===== src/inc/start_ctl_pkg.sv =====
/*
  Package for the stored-operation start and override control block:
  register map, field positions, reset values and bus answers.
  Assumes a 32-bit Avalon-MM slave with word addressing of byte offsets.
*/
package start_ctl_pkg;
  localparam int ADDR_W = 4;
  localparam int DNUM_W = 8;
  // register byte offsets
  localparam logic [ADDR_W-1:0] OFS_CONFIG = 4'h0;
  localparam logic [ADDR_W-1:0] OFS_STATUS = 4'h4;
  localparam logic [ADDR_W-1:0] OFS_ACTIVE = 4'h8;
  // configuration field positions
  localparam int CFG_RAMP_BIT = 0;
  localparam int CFG_OVR_BIT = 1;
  localparam int CFG_AUTO_EXC_BIT = 2;
  localparam int CFG_ALT_FUNC_BIT = 3;
  localparam logic [31:0] CFG_RESET = 32'h0000_0000;
  localparam logic [31:0] CFG_MASK = 32'h0000_000F;
  // answer to an unmapped read
  localparam logic [31:0] UNMAPPED_RD = 32'h0000_0000;
  typedef enum logic {RAMP_ACCEL_DECEL, RAMP_VEL_STOP_COMPAT} ramp_method_t;
endpackage : start_ctl_pkg


===== src/inc/start_req_if.sv =====
/*
  Interface carrying start requests from the start detector to the controller.
  Assumes one clock shared by both modules.
*/
`timescale 1ns/1ps
`default_nettype none
interface start_req_if;
  logic start_pulse;
  logic alt_pulse;
  logic [7:0] dnum;
  logic start_level;
  modport src (output start_pulse, output alt_pulse, output dnum, output start_level);
  modport dst (input start_pulse, input alt_pulse, input dnum, input start_level);
endinterface : start_req_if
`default_nettype wire


===== src/hw/motion_start_override_control.sv =====
/*
  Stored-operation start and override controller with an Avalon-MM register
  slave. Assumes a host that holds start until ready falls, and a motion
  engine that reports completion on i_op_done.
*/
`timescale 1ns/1ps
`default_nettype none
module motion_start_override_control
  import start_ctl_pkg::*;
(
  input wire logic i_ref_clk,
  input wire logic i_reset_n,
  input wire logic [ADDR_W-1:0] i_avs_address,
  input wire logic i_avs_read,
  input wire logic i_avs_write,
  input wire logic [31:0] i_avs_writedata,
  output logic [31:0] o_avs_readdata,
  output logic o_avs_waitrequest,
  input wire logic i_start,
  input wire logic i_alt_start,
  input wire logic [7:0] i_data_number_select,
  input wire logic i_op_done,
  input wire logic i_forward_reverse_operation,
  output logic o_stored_op_ready,
  output logic o_op_start,
  output logic [7:0] o_op_data_number,
  output logic o_op_running,
  output logic o_sequence_clear,
  output logic o_excitation_request,
  output logic o_ramp_method
);
  logic [31:0] cfg_r;
  logic bus_ack;
  logic running_r;
  logic waiting_release_r;
  logic take;
  logic is_override;
  start_req_if req ();

  start_edge_detect u_edge (
    .i_ref_clk(i_ref_clk),
    .i_reset_n(i_reset_n),
    .i_start(i_start),
    .i_alt_start(i_alt_start),
    .i_alt_enable(cfg_r[CFG_ALT_FUNC_BIT]),
    .i_data_number_select(i_data_number_select),
    .o_req(req)
  );

  // a start is taken when idle, or while running only if override is on
  assign take = (req.start_pulse || req.alt_pulse) && !waiting_release_r &&
    (!running_r || cfg_r[CFG_OVR_BIT]);
  assign is_override = take && running_r;

  // bus slave: one wait cycle, then answer; waitrequest is a flop of its own
  // so that the output carries no gate behind the register
  always_ff @(posedge i_ref_clk or negedge i_reset_n) begin
    if (!i_reset_n) begin
      o_avs_waitrequest <= 1'b1;
    end else begin
      o_avs_waitrequest <= !((i_avs_read || i_avs_write) && o_avs_waitrequest);
    end
  end
  // answer cycle: the master samples waitrequest low at the edge that ends it
  assign bus_ack = !o_avs_waitrequest;

  // configuration register
  always_ff @(posedge i_ref_clk or negedge i_reset_n) begin
    if (!i_reset_n) begin
      cfg_r <= CFG_RESET;
    end else if (bus_ack && i_avs_write && i_avs_address == OFS_CONFIG) begin
      cfg_r <= i_avs_writedata & CFG_MASK;
    end
  end

  // read data
  always_ff @(posedge i_ref_clk or negedge i_reset_n) begin
    if (!i_reset_n) begin
      o_avs_readdata <= 32'h0000_0000;
    end else if (i_avs_read && !bus_ack) begin
      case (i_avs_address)
        OFS_CONFIG: o_avs_readdata <= cfg_r;
        OFS_STATUS: o_avs_readdata <= {29'h0, waiting_release_r, running_r, o_stored_op_ready};
        OFS_ACTIVE: o_avs_readdata <= {24'h0, o_op_data_number};
        default: o_avs_readdata <= UNMAPPED_RD;
      endcase
    end
  end

  // operation state
  always_ff @(posedge i_ref_clk or negedge i_reset_n) begin
    if (!i_reset_n) begin
      running_r <= 1'b0;
      o_op_data_number <= 8'h00;
      o_op_start <= 1'b0;
      o_sequence_clear <= 1'b0;
    end else begin
      o_op_start <= take;
      o_sequence_clear <= is_override;
      if (take) begin
        running_r <= 1'b1;
        o_op_data_number <= req.dnum;
      end else if (i_op_done) begin
        running_r <= 1'b0;
      end
    end
  end

  // ready handshake: drop on start, restore on release with override on, else on done
  always_ff @(posedge i_ref_clk or negedge i_reset_n) begin
    if (!i_reset_n) begin
      waiting_release_r <= 1'b0;
      o_stored_op_ready <= 1'b1;
    end else if (take) begin
      waiting_release_r <= 1'b1;
      o_stored_op_ready <= 1'b0;
    end else if (waiting_release_r && !req.start_level) begin
      waiting_release_r <= 1'b0;
      o_stored_op_ready <= cfg_r[CFG_OVR_BIT] || !running_r || i_op_done;
    end else if (!waiting_release_r && (i_op_done || !running_r)) begin
      o_stored_op_ready <= 1'b1;
    end
  end
  assign o_op_running = running_r;

  // excitation request and ramp method outputs
  always_ff @(posedge i_ref_clk or negedge i_reset_n) begin
    if (!i_reset_n) begin
      o_excitation_request <= 1'b0;
      o_ramp_method <= RAMP_ACCEL_DECEL;
    end else begin
      o_excitation_request <= cfg_r[CFG_AUTO_EXC_BIT] && i_forward_reverse_operation;
      o_ramp_method <= cfg_r[CFG_RAMP_BIT];
    end
  end
endmodule : motion_start_override_control
`default_nettype wire


===== src/hw/start_edge_detect.sv =====
/*
  Rising-edge detector for the start and alternate select-start inputs;
  captures the data-number select inputs at the edge.
  Assumes inputs synchronous to i_ref_clk.
*/
`timescale 1ns/1ps
`default_nettype none
module start_edge_detect (
  input wire logic i_ref_clk,
  input wire logic i_reset_n,
  input wire logic i_start,
  input wire logic i_alt_start,
  input wire logic i_alt_enable,
  input wire logic [7:0] i_data_number_select,
  start_req_if.src o_req
);
  logic start_d_r;
  logic alt_d_r;
  logic [7:0] dnum_r;

  // previous input levels
  always_ff @(posedge i_ref_clk or negedge i_reset_n) begin
    if (!i_reset_n) begin
      start_d_r <= 1'b0;
      alt_d_r <= 1'b0;
    end else begin
      start_d_r <= i_start;
      alt_d_r <= i_alt_start;
    end
  end

  // select lines latched only on a start edge
  always_ff @(posedge i_ref_clk or negedge i_reset_n) begin
    if (!i_reset_n) begin
      dnum_r <= 8'h00;
    end else if ((i_start && !start_d_r) || (i_alt_enable && i_alt_start && !alt_d_r)) begin
      dnum_r <= i_data_number_select;
    end
  end

  // edges and captured number, combined
  assign o_req.start_pulse = i_start && !start_d_r;
  assign o_req.alt_pulse = i_alt_enable && i_alt_start && !alt_d_r;
  assign o_req.dnum = ((i_start && !start_d_r) || (i_alt_enable && i_alt_start && !alt_d_r))
    ? i_data_number_select : dnum_r;
  assign o_req.start_level = i_start || (i_alt_enable && i_alt_start);
endmodule : start_edge_detect
`default_nettype wire


===== config.mk =====
export PLATFORM = sky130hd
export DESIGN_NAME = motion_start_override_control
export DESIGN_NICKNAME = d
export VERILOG_FILES = /design/src/inc/start_ctl_pkg.sv /design/src/inc/start_req_if.sv /design/src/hw/motion_start_override_control.sv /design/src/hw/start_edge_detect.sv
export SDC_FILE = /design/constraint.sdc
export NUM_CORES = 1
export LEC_CHECK = 0
export ABC_AREA = 1
export BUFFER_PORTS_ARGS = -buffer_cell sky130_fd_sc_hd__buf_2
export CORE_ASPECT_RATIO = 0.9
export CORE_MARGIN = 2
export CORE_UTILIZATION = 28
export CTS_CLUSTER_DIAMETER = 200
export DETAILED_ROUTE_END_ITERATION = 10
export SLEW_MARGIN = 20
export SYNTH_ARGS = -nofsm -noshare
export SYNTH_HDL_FRONTEND = slang
export SYNTH_SLANG_ARGS = --single-unit

===== constraint.sdc =====
create_clock -name i_ref_clk -period 1.4 [get_ports i_ref_clk]
set_clock_uncertainty 0.05 [all_clocks]
set_input_delay 0.28 -clock i_ref_clk [delete_from_list [all_inputs] [get_ports i_ref_clk]]
set_output_delay 0.28 -clock i_ref_clk [all_outputs]
set_load 0.01 [all_outputs]

==> out/metrics.cfg, run 1 <==
[synthesis]
syn_area_per_cell_sq_um = 8.68
synth_area_leaders = dfrtp_1, nand2_1, buf_4
postSynthRegisterBits = 38
synth_top_area_share_pct = 50.6
synthArstFlopShare_pct = 100
synth_ff_type = dfrtp_1
yosysWarnings = 0
synth_most_common_cell = nand2_1
yosys-top-cells-count = nand2_1, dfrtp_1, nand3_1, buf_4, inv_1
synth_seq_area_share_pct = 53.6
synth_area_sq_um = 1780
synth_edf_count = 0
synthCells = 205
yosysTopAreaCell = dfrtp_1
synthDistinctLibCells = 18

[critical_path]
critPathMaxStageDelay_ns = 0.55
cp-end-kind = output port
critPathRequiredTime_ns = 1.07
crit_slowest_cell = dfstp_2
crit_fanout = 4
cp_cell_sequence = buf_2
crit_buf_inv = 1
worst-setup-path-type = flip-flop to output port
path_delay_family = flip-flops
critPathArrivalTime_ns = 0.97
start_kind = flip-flop

[drt]
route.detailed.drc = 0
dr.first_iter.drc_count = 77
routedWlPerCell_um = 10.5
vias = 1372
drt_wl_total_mm = 3.69
via_per_inst = 3.91
ant_nets = 0
dr.pass1.iters = 4

[grt]
overflow = 0
grt_use_total_pct = 11.3
antenna_found_initial = 0
grt_max_degree = 39
grt_pass1_wl_mm = 6.14
grt_pass1_vias = 1309

[timing]
setup_slack_ns = 0.105
finalSetupViolCount = 0
finalHoldViolations = 0
drv_slew = 0
fin_crit_sh_pct = 92.5
rsz0062_at_grt = no
timing.final.crit_period_ns = 1.30
tns_ns = 0
fmax_mhz = 772

[power_and_ir_drop]
pwr-share-comb_pct = 24.6
p_int_mw = 2.19
p_seq_share_pct = 47.6
p_per_area_nw_per_um2 = 1470
ir_drop_uv = 566
p_clk_share_pct = 27.8
swShare_pct = 31.9
power_switching_mw = 1.03
static-leakage-power_nw = 1.25

[cells_and_area]
multi_input_area_sq_um = 663
register_area_sq_um = 953
syn_to_final_growth_pct = 23.1
layout.nets = 315
diodes = 0
n_fill_cell = 666
drive_gt1_share_pct = 25.4

[cts]
clock_path_buffers = 2
clk-insertion-delay-late_ns = 0.28
cts_buffers = 5
h-tree-depth = 2
post_cts_buffers = 0
clk_pin_slew_ns = 0.07
cts.sinks = 38
cts_tree = done
clockRootBuffer = clkbuf_8

[place]
finalWeightedCongestion = 0.803
place_ws_ns = 0.0457
hpwlAfterDp_mm = 2.88
portBuffers = 46

[die]
ios = 99
row_count = 27
coreArea_sq_um = 6150
die_w_um = 88.0
die_y_um = 79.6
die_area_sq_um = 7010
initial_utilization_pct = 28.9

[flow_run]
cap_violations = 0

[min_path]
hold_class = input port to flip-flop

[run_status]
status = finished, final reports clean

## through the flow
stage,utilization (%),power (mW),std cells,instance area (sq um),hold slack [ns]
floorplan,-,2.04,228,1870,-0.0656
global placement,33.7,2.35,342,2070,0.214
detailed placement,33.7,2.36,342,2070,0.221
CTS,35.6,3.28,351,2190,0.0844
global route,35.6,3.46,351,2190,0.102
finish,35.6,3.22,351,2190,0.0946
## worst reg2reg max path, cell delays in order, from the launching register on
cell	delay, ns
dfrtp_1	0.42
nand2_1	0.17
nand2_1	0.11
a21oi_4	0.25
nand2_1	0.10
nand2_1	0.06
## layer usage
layer	part of all wire, %	vias up	GRT usage [%]
met5	0	-	0
met1	49	608	15.3
met3	6.4	5	3.83
met2	44	45	17.3
li1	-	714	-
met4	0.79	0	3.18
## cells by family (layout without fill, tap and decap cells)
kind of cell | Yosys count | after routing | share of synthesized area [%]
and+or+nand+nor | 117 | 117 | 28.9
buffers and inverters | 40 | 76 | 14.0
DFF | 38 | 38 | 53.6
AOI/OAI and AO/OA | 9 | 9 | 3.31
other | 1 | 24 | 0.211
## sequential cells by signal, indices dropped and copies added (netlist names)
register,flops
u_edge.alt_d_r,1
o_avs_waitrequest,1
o_op_running,1
o_op_start,1
o_avs_readdata,8
o_op_data_number,8
cfg_r,4
o_stored_op_ready,1
o_sequence_clear,1
u_edge.start_d_r,1
o_ramp_method,1
u_edge.dnum_r,8
waiting_release_r,1
o_excitation_request,1
## cell type report
type | instances | area share [%]
clock buffer | 7 | 3.49
clock inverter | 1 | 1.37
inverter | 14 | 2.40
multi-input combinational | 150 | 30.3
sequential | 38 | 43.5
tap | 87 | 4.97
timing repair buffer | 54 | 13.9
## final timing paths
kind / start / to / slack [ns] / cells past startpoint
min in group asynchronous: i_reset_n / o_op_start / 0.43 / 3
min reg2reg: cfg_r[0] / o_ramp_method / 0.37 / 0
max reg2reg: o_op_running / o_op_data_number[1] / 0.19 / 5
min: i_avs_read / o_avs_waitrequest / 0.09 / 2
max in group asynchronous: i_reset_n / o_stored_op_ready / 0.60 / 3
max: o_avs_waitrequest / o_avs_waitrequest / 0.10 / 1
## cells in the final DEF (no fill, tap or decap)
| cell type | count |
|---|---|
| nor2_1 | 11 |
| nand2_1 | 74 |
| a21oi_4 | 1 |
| nand3_4 | 2 |
| dfstp_2 | 2 |
| clkbuf_1 | 2 |
| nand2_2 | 1 |
| dlygate4sd3_1 | 1 |
| dfrtp_1 | 36 |
| buf_4 | 6 |
| nor2_2 | 1 |
| nand2_4 | 1 |
| o21ai_0 | 7 |
| clkbuf_8 | 5 |
| buf_12 | 1 |
| nand4_1 | 1 |
| bufinv_16 | 1 |
| conb_1 | 24 |
| inv_1 | 14 |
| o21bai_1 | 1 |
| buf_2 | 46 |
| nand3_1 | 26 |
## power by group through the flow
stage	registers [mW]	logic, mW	clock network (mW)
after floorplan	1.59	0.451	0
after global placement	1.55	0.799	0
after detailed placement	1.55	0.807	0
after CTS	1.53	0.813	0.938
after global routing	1.56	0.917	0.977
final	1.53	0.793	0.895
## repair_timing
item,4_1_cts,5_1_grt
resized for setup,0,0
endpoints found under the hold margin,36,0
hold buffers,1,0
Power figures use the tool's default switching activity.
==> run 2: changes to the inputs <==
--- a/config.mk
+++ b/config.mk
@@ -7,11 +7,16 @@
 export LEC_CHECK = 0
 export ABC_AREA = 1
 export BUFFER_PORTS_ARGS = -buffer_cell sky130_fd_sc_hd__buf_2
+export CAP_MARGIN = 10
+export CELL_PAD_IN_SITES_DETAIL_PLACEMENT = 1
+export CELL_PAD_IN_SITES_GLOBAL_PLACEMENT = 2
 export CORE_ASPECT_RATIO = 0.9
 export CORE_MARGIN = 2
-export CORE_UTILIZATION = 28
+export CORE_UTILIZATION = 23
 export CTS_CLUSTER_DIAMETER = 200
 export DETAILED_ROUTE_END_ITERATION = 10
+export MAX_ROUTING_LAYER = met4
+export PLACE_DENSITY_LB_ADDON = 0.1
 export SLEW_MARGIN = 20
 export SYNTH_ARGS = -nofsm -noshare
 export SYNTH_HDL_FRONTEND = slang
==> out/metrics.cfg, run 2 (synthesized netlist as in run 1, its figures left out) <==
[run_status]
status = finished, final reports clean  ; unchanged

[cts]
cts.sinks = 38  ; unchanged
clk-insertion-delay-late_ns = 0.28  ; about the same
clockRootBuffer = clkbuf_8  ; unchanged
cts_resized = 0  ; unchanged
cts_buffers = 5  ; unchanged
clk_pin_slew_ns = 0.08  ; was 0.07 ns
cts_tree = done  ; unchanged
h-tree-depth = 2  ; unchanged
clock_path_buffers = 2  ; unchanged

[critical_path]
critPathMaxStageDelay_ns = 0.56  ; was 0.55 ns
path_delay_family = flip-flops  ; unchanged
crit_buf_inv = 1  ; unchanged
crit_slowest_cell = dfstp_2  ; unchanged
crit_fanout = 4  ; unchanged
cp_cell_sequence = buf_2  ; unchanged
critPathArrivalTime_ns = 0.97  ; about the same
startpoint = o_avs_waitrequest  ; unchanged
critPathRequiredTime_ns = 1.07  ; about the same
start_kind = flip-flop  ; unchanged
timing.rr.start = u_edge.alt_d_r  ; was o_op_running
cp-end-kind = output port  ; unchanged
worst-setup-path-type = flip-flop to output port  ; unchanged

[drt]
dr.first_iter.drc_count = 30  ; was 77
route.detailed.drc = 0  ; unchanged
routedWlPerCell_um = 12.2  ; was 10.5 um
drt_wl_total_mm = 4.40  ; was 3.69 mm
dr.pass1.iters = 4  ; unchanged
ant_nets = 0  ; unchanged
via_per_inst = 4.01  ; was 3.91
vias = 1452  ; was 1372

[die]
coreArea_sq_um = 7510  ; was 6150 sq um
die_y_um = 87.4  ; was 79.6 um
initial_utilization_pct = 23.7  ; was 28.9%
ios = 99  ; unchanged
row_count = 30  ; was 27
die_w_um = 96.7  ; was 88.0 um
die_area_sq_um = 8460  ; was 7010 sq um

[cells_and_area]
reg.largest.list = o_avs_readdata x8, o_op_data_number x8, u_edge.dnum_r x8  ; unchanged
layout.nets = 317  ; was 315
final_cell_mix = nand2_1, buf_2, dfrtp_1  ; unchanged
fin_cells = 362  ; was 351
final_util_pct = 29.3  ; was 35.6%
n_fill_cell = 929  ; was 666
final_common_cell = nand2_1  ; unchanged
drive_gt1_share_pct = 26.3  ; was 25.4%
syn_to_final_growth_pct = 23.7  ; was 23.1%
diodes = 0  ; unchanged

[timing]
finalHoldViolations = 0  ; unchanged
rsz0062_at_grt = no  ; unchanged
tns_ns = 0  ; unchanged
drv_slew = 0  ; unchanged
timing.final.crit_period_ns = 1.30  ; about the same
fmax_mhz = 771  ; was 772 MHz
fin_crit_sh_pct = 92.6  ; was 92.5%
finalSetupViolCount = 0  ; unchanged

[power_and_ir_drop]
static-leakage-power_nw = 1.25  ; about the same
ir_drop_uv = 454  ; was 566 uV
p_per_area_nw_per_um2 = 1430  ; was 1470 nW/um^2

[grt]
grt_pass1_vias = 1515  ; was 1309
grt_max_degree = 28  ; was 39
grt_pass1_wl_mm = 7.45  ; was 6.14 mm
antenna_found_initial = 0  ; unchanged
overflow = 0  ; unchanged
grt_use_total_pct = 11.4  ; was 11.3%

[flow_run]
cap_violations = 0  ; unchanged

[place]
finalWeightedCongestion = 0.681  ; was 0.803
portBuffers = 46  ; unchanged
hpwlAfterDp_mm = 3.44  ; was 2.88 mm
dpl.cell_count = 353  ; was 342

[min_path]
min_from = i_avs_read  ; unchanged
hold_class = input port to flip-flop  ; unchanged

## run 2: stage by stage
stage	power (mW)	worst slack (ns)	hold slack (ns)	instance area, sq um
2_1_floorplan	2.04	0.252	-0.0656	1870
3_3_place_gp	2.40	0.110	0.143	2100
3_5_place_dp	2.42	0.111	0.145	2100
4_1_cts	3.23	0.0845	0.0950	2200
5_1_grt	3.39	0.0642	0.0903	2200
6_report	3.15	0.103	0.106	2200
## run 2: final timing paths
check | slack (ns) | end | cells past startpoint
hold reg to reg | 0.37 | o_ramp_method | 0
min in group asynchronous | 0.37 | u_edge.dnum_r[4] | 2
setup / recovery | 0.10 | o_avs_waitrequest | 1
max in group asynchronous | 0.41 | o_stored_op_ready | 3
setup reg to reg | 0.23 | o_op_data_number[5] | 6
hold / removal | 0.11 | o_avs_waitrequest | 2
## run 2: cell type report
class	instances	area, sq um	area share [%]
inverter	14	52.6	2.39
sequential	38	953	43.3
clock inverter	1	5.00	0.227
multi-input combinational	150	663	30.1
tap	96	120	5.46
clock buffer	7	86.3	3.92
timing repair buffer	56	320	14.6
## run 2: metal layers
layer	vias up	GRT usage, %	wire length (um)
met5	-	-	0
met4	0	2.69	31
met3	2	2.73	224
met2	38	17.9	1990
met1	695	14.9	2150
li1	717	-	-
## run 2: repair_timing
action | in CTS | in global routing
hold endpoints to repair | 11 | 0
setup buffers | 0 | 0
hold buffers | 1 | 0
## run 2: power breakdown
| group | total, mW | switching (mW) | internal [mW] |
|---|---|---|---|
| clock | 0.785 | 0.387 | 0.398 |
| sequential | 1.55 | 0.196 | 1.35 |
| combinational | 0.817 | 0.496 | 0.321 |
| total | 3.15 | 1.08 | 2.07 |
==> run 3: changes to the inputs <==
--- a/config.mk
+++ b/config.mk
@@ -17,6 +17,7 @@
 export DETAILED_ROUTE_END_ITERATION = 10
 export MAX_ROUTING_LAYER = met4
 export PLACE_DENSITY_LB_ADDON = 0.1
+export RECOVER_POWER = 100
 export SLEW_MARGIN = 20
 export SYNTH_ARGS = -nofsm -noshare
 export SYNTH_HDL_FRONTEND = slang
==> out/metrics.cfg, run 3 (synthesized netlist as in run 1, its figures left out) <==
[grt]
grt_use_total_pct = 11.4  ; unchanged
antenna_found_initial = 0  ; unchanged
overflow = 0  ; unchanged
use_met2_pct = 17.9  ; unchanged
busiest_layer = met2  ; unchanged
grt_util_met1_pct = 14.9  ; unchanged
grt_max_degree = 28  ; unchanged
grt_pass1_vias = 1515  ; unchanged
met3_usage_pct = 2.73  ; unchanged
grt_pass1_wl_mm = 7.45  ; unchanged

[power_and_ir_drop]
p_int_mw = 2.02  ; was 2.07 mW
power_mw = 3.10  ; was 3.15 mW
swShare_pct = 34.7  ; was 34.3%
p_clk_share_pct = 25.3  ; was 24.9%
static-leakage-power_nw = 1.17  ; was 1.25 nW
p_seq_share_pct = 50.0  ; was 49.1%
ir_drop_uv = 446  ; was 454 uV
pwr-share-comb_pct = 24.8  ; was 26.0%
p_per_area_nw_per_um2 = 1430  ; about the same
power_switching_mw = 1.08  ; about the same

[cts]
cts_tree = done  ; unchanged
cts_buffers = 5  ; unchanged
h-tree-depth = 2  ; unchanged
cts_resized = 0  ; unchanged
clock_path_buffers = 2  ; unchanged
clk-insertion-delay-late_ns = 0.28  ; about the same
cts.sinks = 38  ; unchanged
clockRootBuffer = clkbuf_8  ; unchanged
clk_pin_slew_ns = 0.08  ; about the same

[place]
finalWeightedCongestion = 0.681  ; unchanged
hpwlAfterDp_mm = 3.44  ; unchanged
place_ws_ns = 0.111  ; unchanged
portBuffers = 46  ; unchanged

[min_path]
hold_class = input port to flip-flop  ; unchanged

[critical_path]
crit_buf_inv = 1  ; unchanged
start_kind = flip-flop  ; unchanged
worst-setup-path-type = flip-flop to output port  ; unchanged
crit_fanout = 4  ; unchanged
critPathArrivalTime_ns = 0.99  ; was 0.97 ns
cp-end-kind = output port  ; unchanged
path_delay_family = flip-flops  ; unchanged
crit_slowest_cell = dfstp_1  ; was dfstp_2
critPathMaxStageDelay_ns = 0.57  ; was 0.56 ns
cp_cell_sequence = buf_2  ; unchanged
critPathRequiredTime_ns = 1.07  ; about the same

[drt]
dr.pass1.iters = 4  ; unchanged
via_per_inst = 4.00  ; was 4.01
ant_nets = 0  ; unchanged
route.detailed.drc = 0  ; unchanged
routedWlPerCell_um = 12.2  ; about the same
vias = 1448  ; was 1452
dr.first_iter.drc_count = 33  ; was 30
drt_wl_total_mm = 4.42  ; was 4.40 mm

[die]
initial_utilization_pct = 23.7  ; unchanged
die_area_sq_um = 8460  ; unchanged
die_w_um = 96.7  ; unchanged
ios = 99  ; unchanged
row_count = 30  ; unchanged
die_y_um = 87.4  ; unchanged
coreArea_sq_um = 7510  ; unchanged

[flow_run]
cap_violations = 0  ; unchanged

[timing]
finalSetupViolCount = 0  ; unchanged
hold_ws_ns = 0.112  ; was 0.106 ns
setup_slack_ns = 0.0763  ; was 0.103 ns
fin_crit_sh_pct = 94.5  ; was 92.6%
timing.final.crit_period_ns = 1.32  ; was 1.30 ns
rsz0062_at_grt = no  ; unchanged
tns_ns = 0  ; unchanged
drv_slew = 0  ; unchanged
finalHoldViolations = 0  ; unchanged
fmax_mhz = 755  ; was 771 MHz

[cells_and_area]
final_common_cell = nand2_1  ; unchanged
syn_to_final_growth_pct = 21.7  ; was 23.7%
drive_gt1_share_pct = 17.3  ; was 26.3%
diodes = 0  ; unchanged
final_util_pct = 28.8  ; was 29.3%
final_cell_mix = nand2_1, dfrtp_1, nand3_1  ; was nand2_1, buf_2, dfrtp_1
layout.nets = 317  ; unchanged
reg.largest.list = o_avs_readdata x8, o_op_data_number x8, u_edge.dnum_r x8  ; unchanged

[run_status]
status = finished, final reports clean  ; unchanged

==> run 3: worst reg2reg max path, delay by kind of cell (launching register included) <==
kind	cells	cell delay [ns]
simple gates	3	0.27
flops	1	0.42
compound gates	1	0.32
buf+inv	1	0.14
==> run 3: path summary, 6_finish.rpt <==
path / startpoint / to / slack, ns / depth (start not counted)
max in group asynchronous: i_reset_n / o_stored_op_ready / 0.40 / 3
max reg2reg: waiting_release_r / o_op_data_number[5] / 0.15 / 5
min: i_avs_read / o_avs_waitrequest / 0.11 / 2
min reg2reg: cfg_r[0] / o_ramp_method / 0.37 / 0
max: o_avs_waitrequest / o_avs_waitrequest / 0.08 / 1
min in group asynchronous: i_reset_n / u_edge.dnum_r[4] / 0.37 / 2
==> run 3: final cells by class <==
type	instances	area, sq um
timing repair buffer	56	292
tap	96	120
clock inverter	1	5.00
multi-input combinational	150	656
inverter	14	52.6
fill	933	5340
clock buffer	7	86.3
sequential	38	953
==> run 3: power groups by stage <==
stage	Combinational (mW)	Clock [mW]	Sequential, mW
2_1_floorplan	0.451	0	1.59
5_1_grt	0.883	0.870	1.60
6_report	0.769	0.783	1.55
3_5_place_dp	0.836	0	1.58
4_1_cts	0.840	0.832	1.56
3_3_place_gp	0.823	0	1.58
==> run 3: per-stage QoR <==
step                      instances  instance area [sq um]
after detailed placement        353                   2100
after floorplan                 228                   1870
after global placement          353                   2100
after global routing            362                   2160
final                           362                   2160
after CTS                       362                   2200
==> run 3: routing by layer <==
| layer | share of wire (%) | wire length [um] |
|---|---|---|
| met3 | 5.2 | 228 |
| met1 | 49 | 2150 |
| met2 | 45 | 2010 |
| met5 | 0 | 0 |
| met4 | 0.70 | 31 |
==> run 3: what timing repair did <==
| action | in CTS | in global routing |
|---|---|---|
| buffers inserted | 0 | 0 |
| hold buffers | 1 | 0 |
| hold endpoints to repair | 11 | 0 |
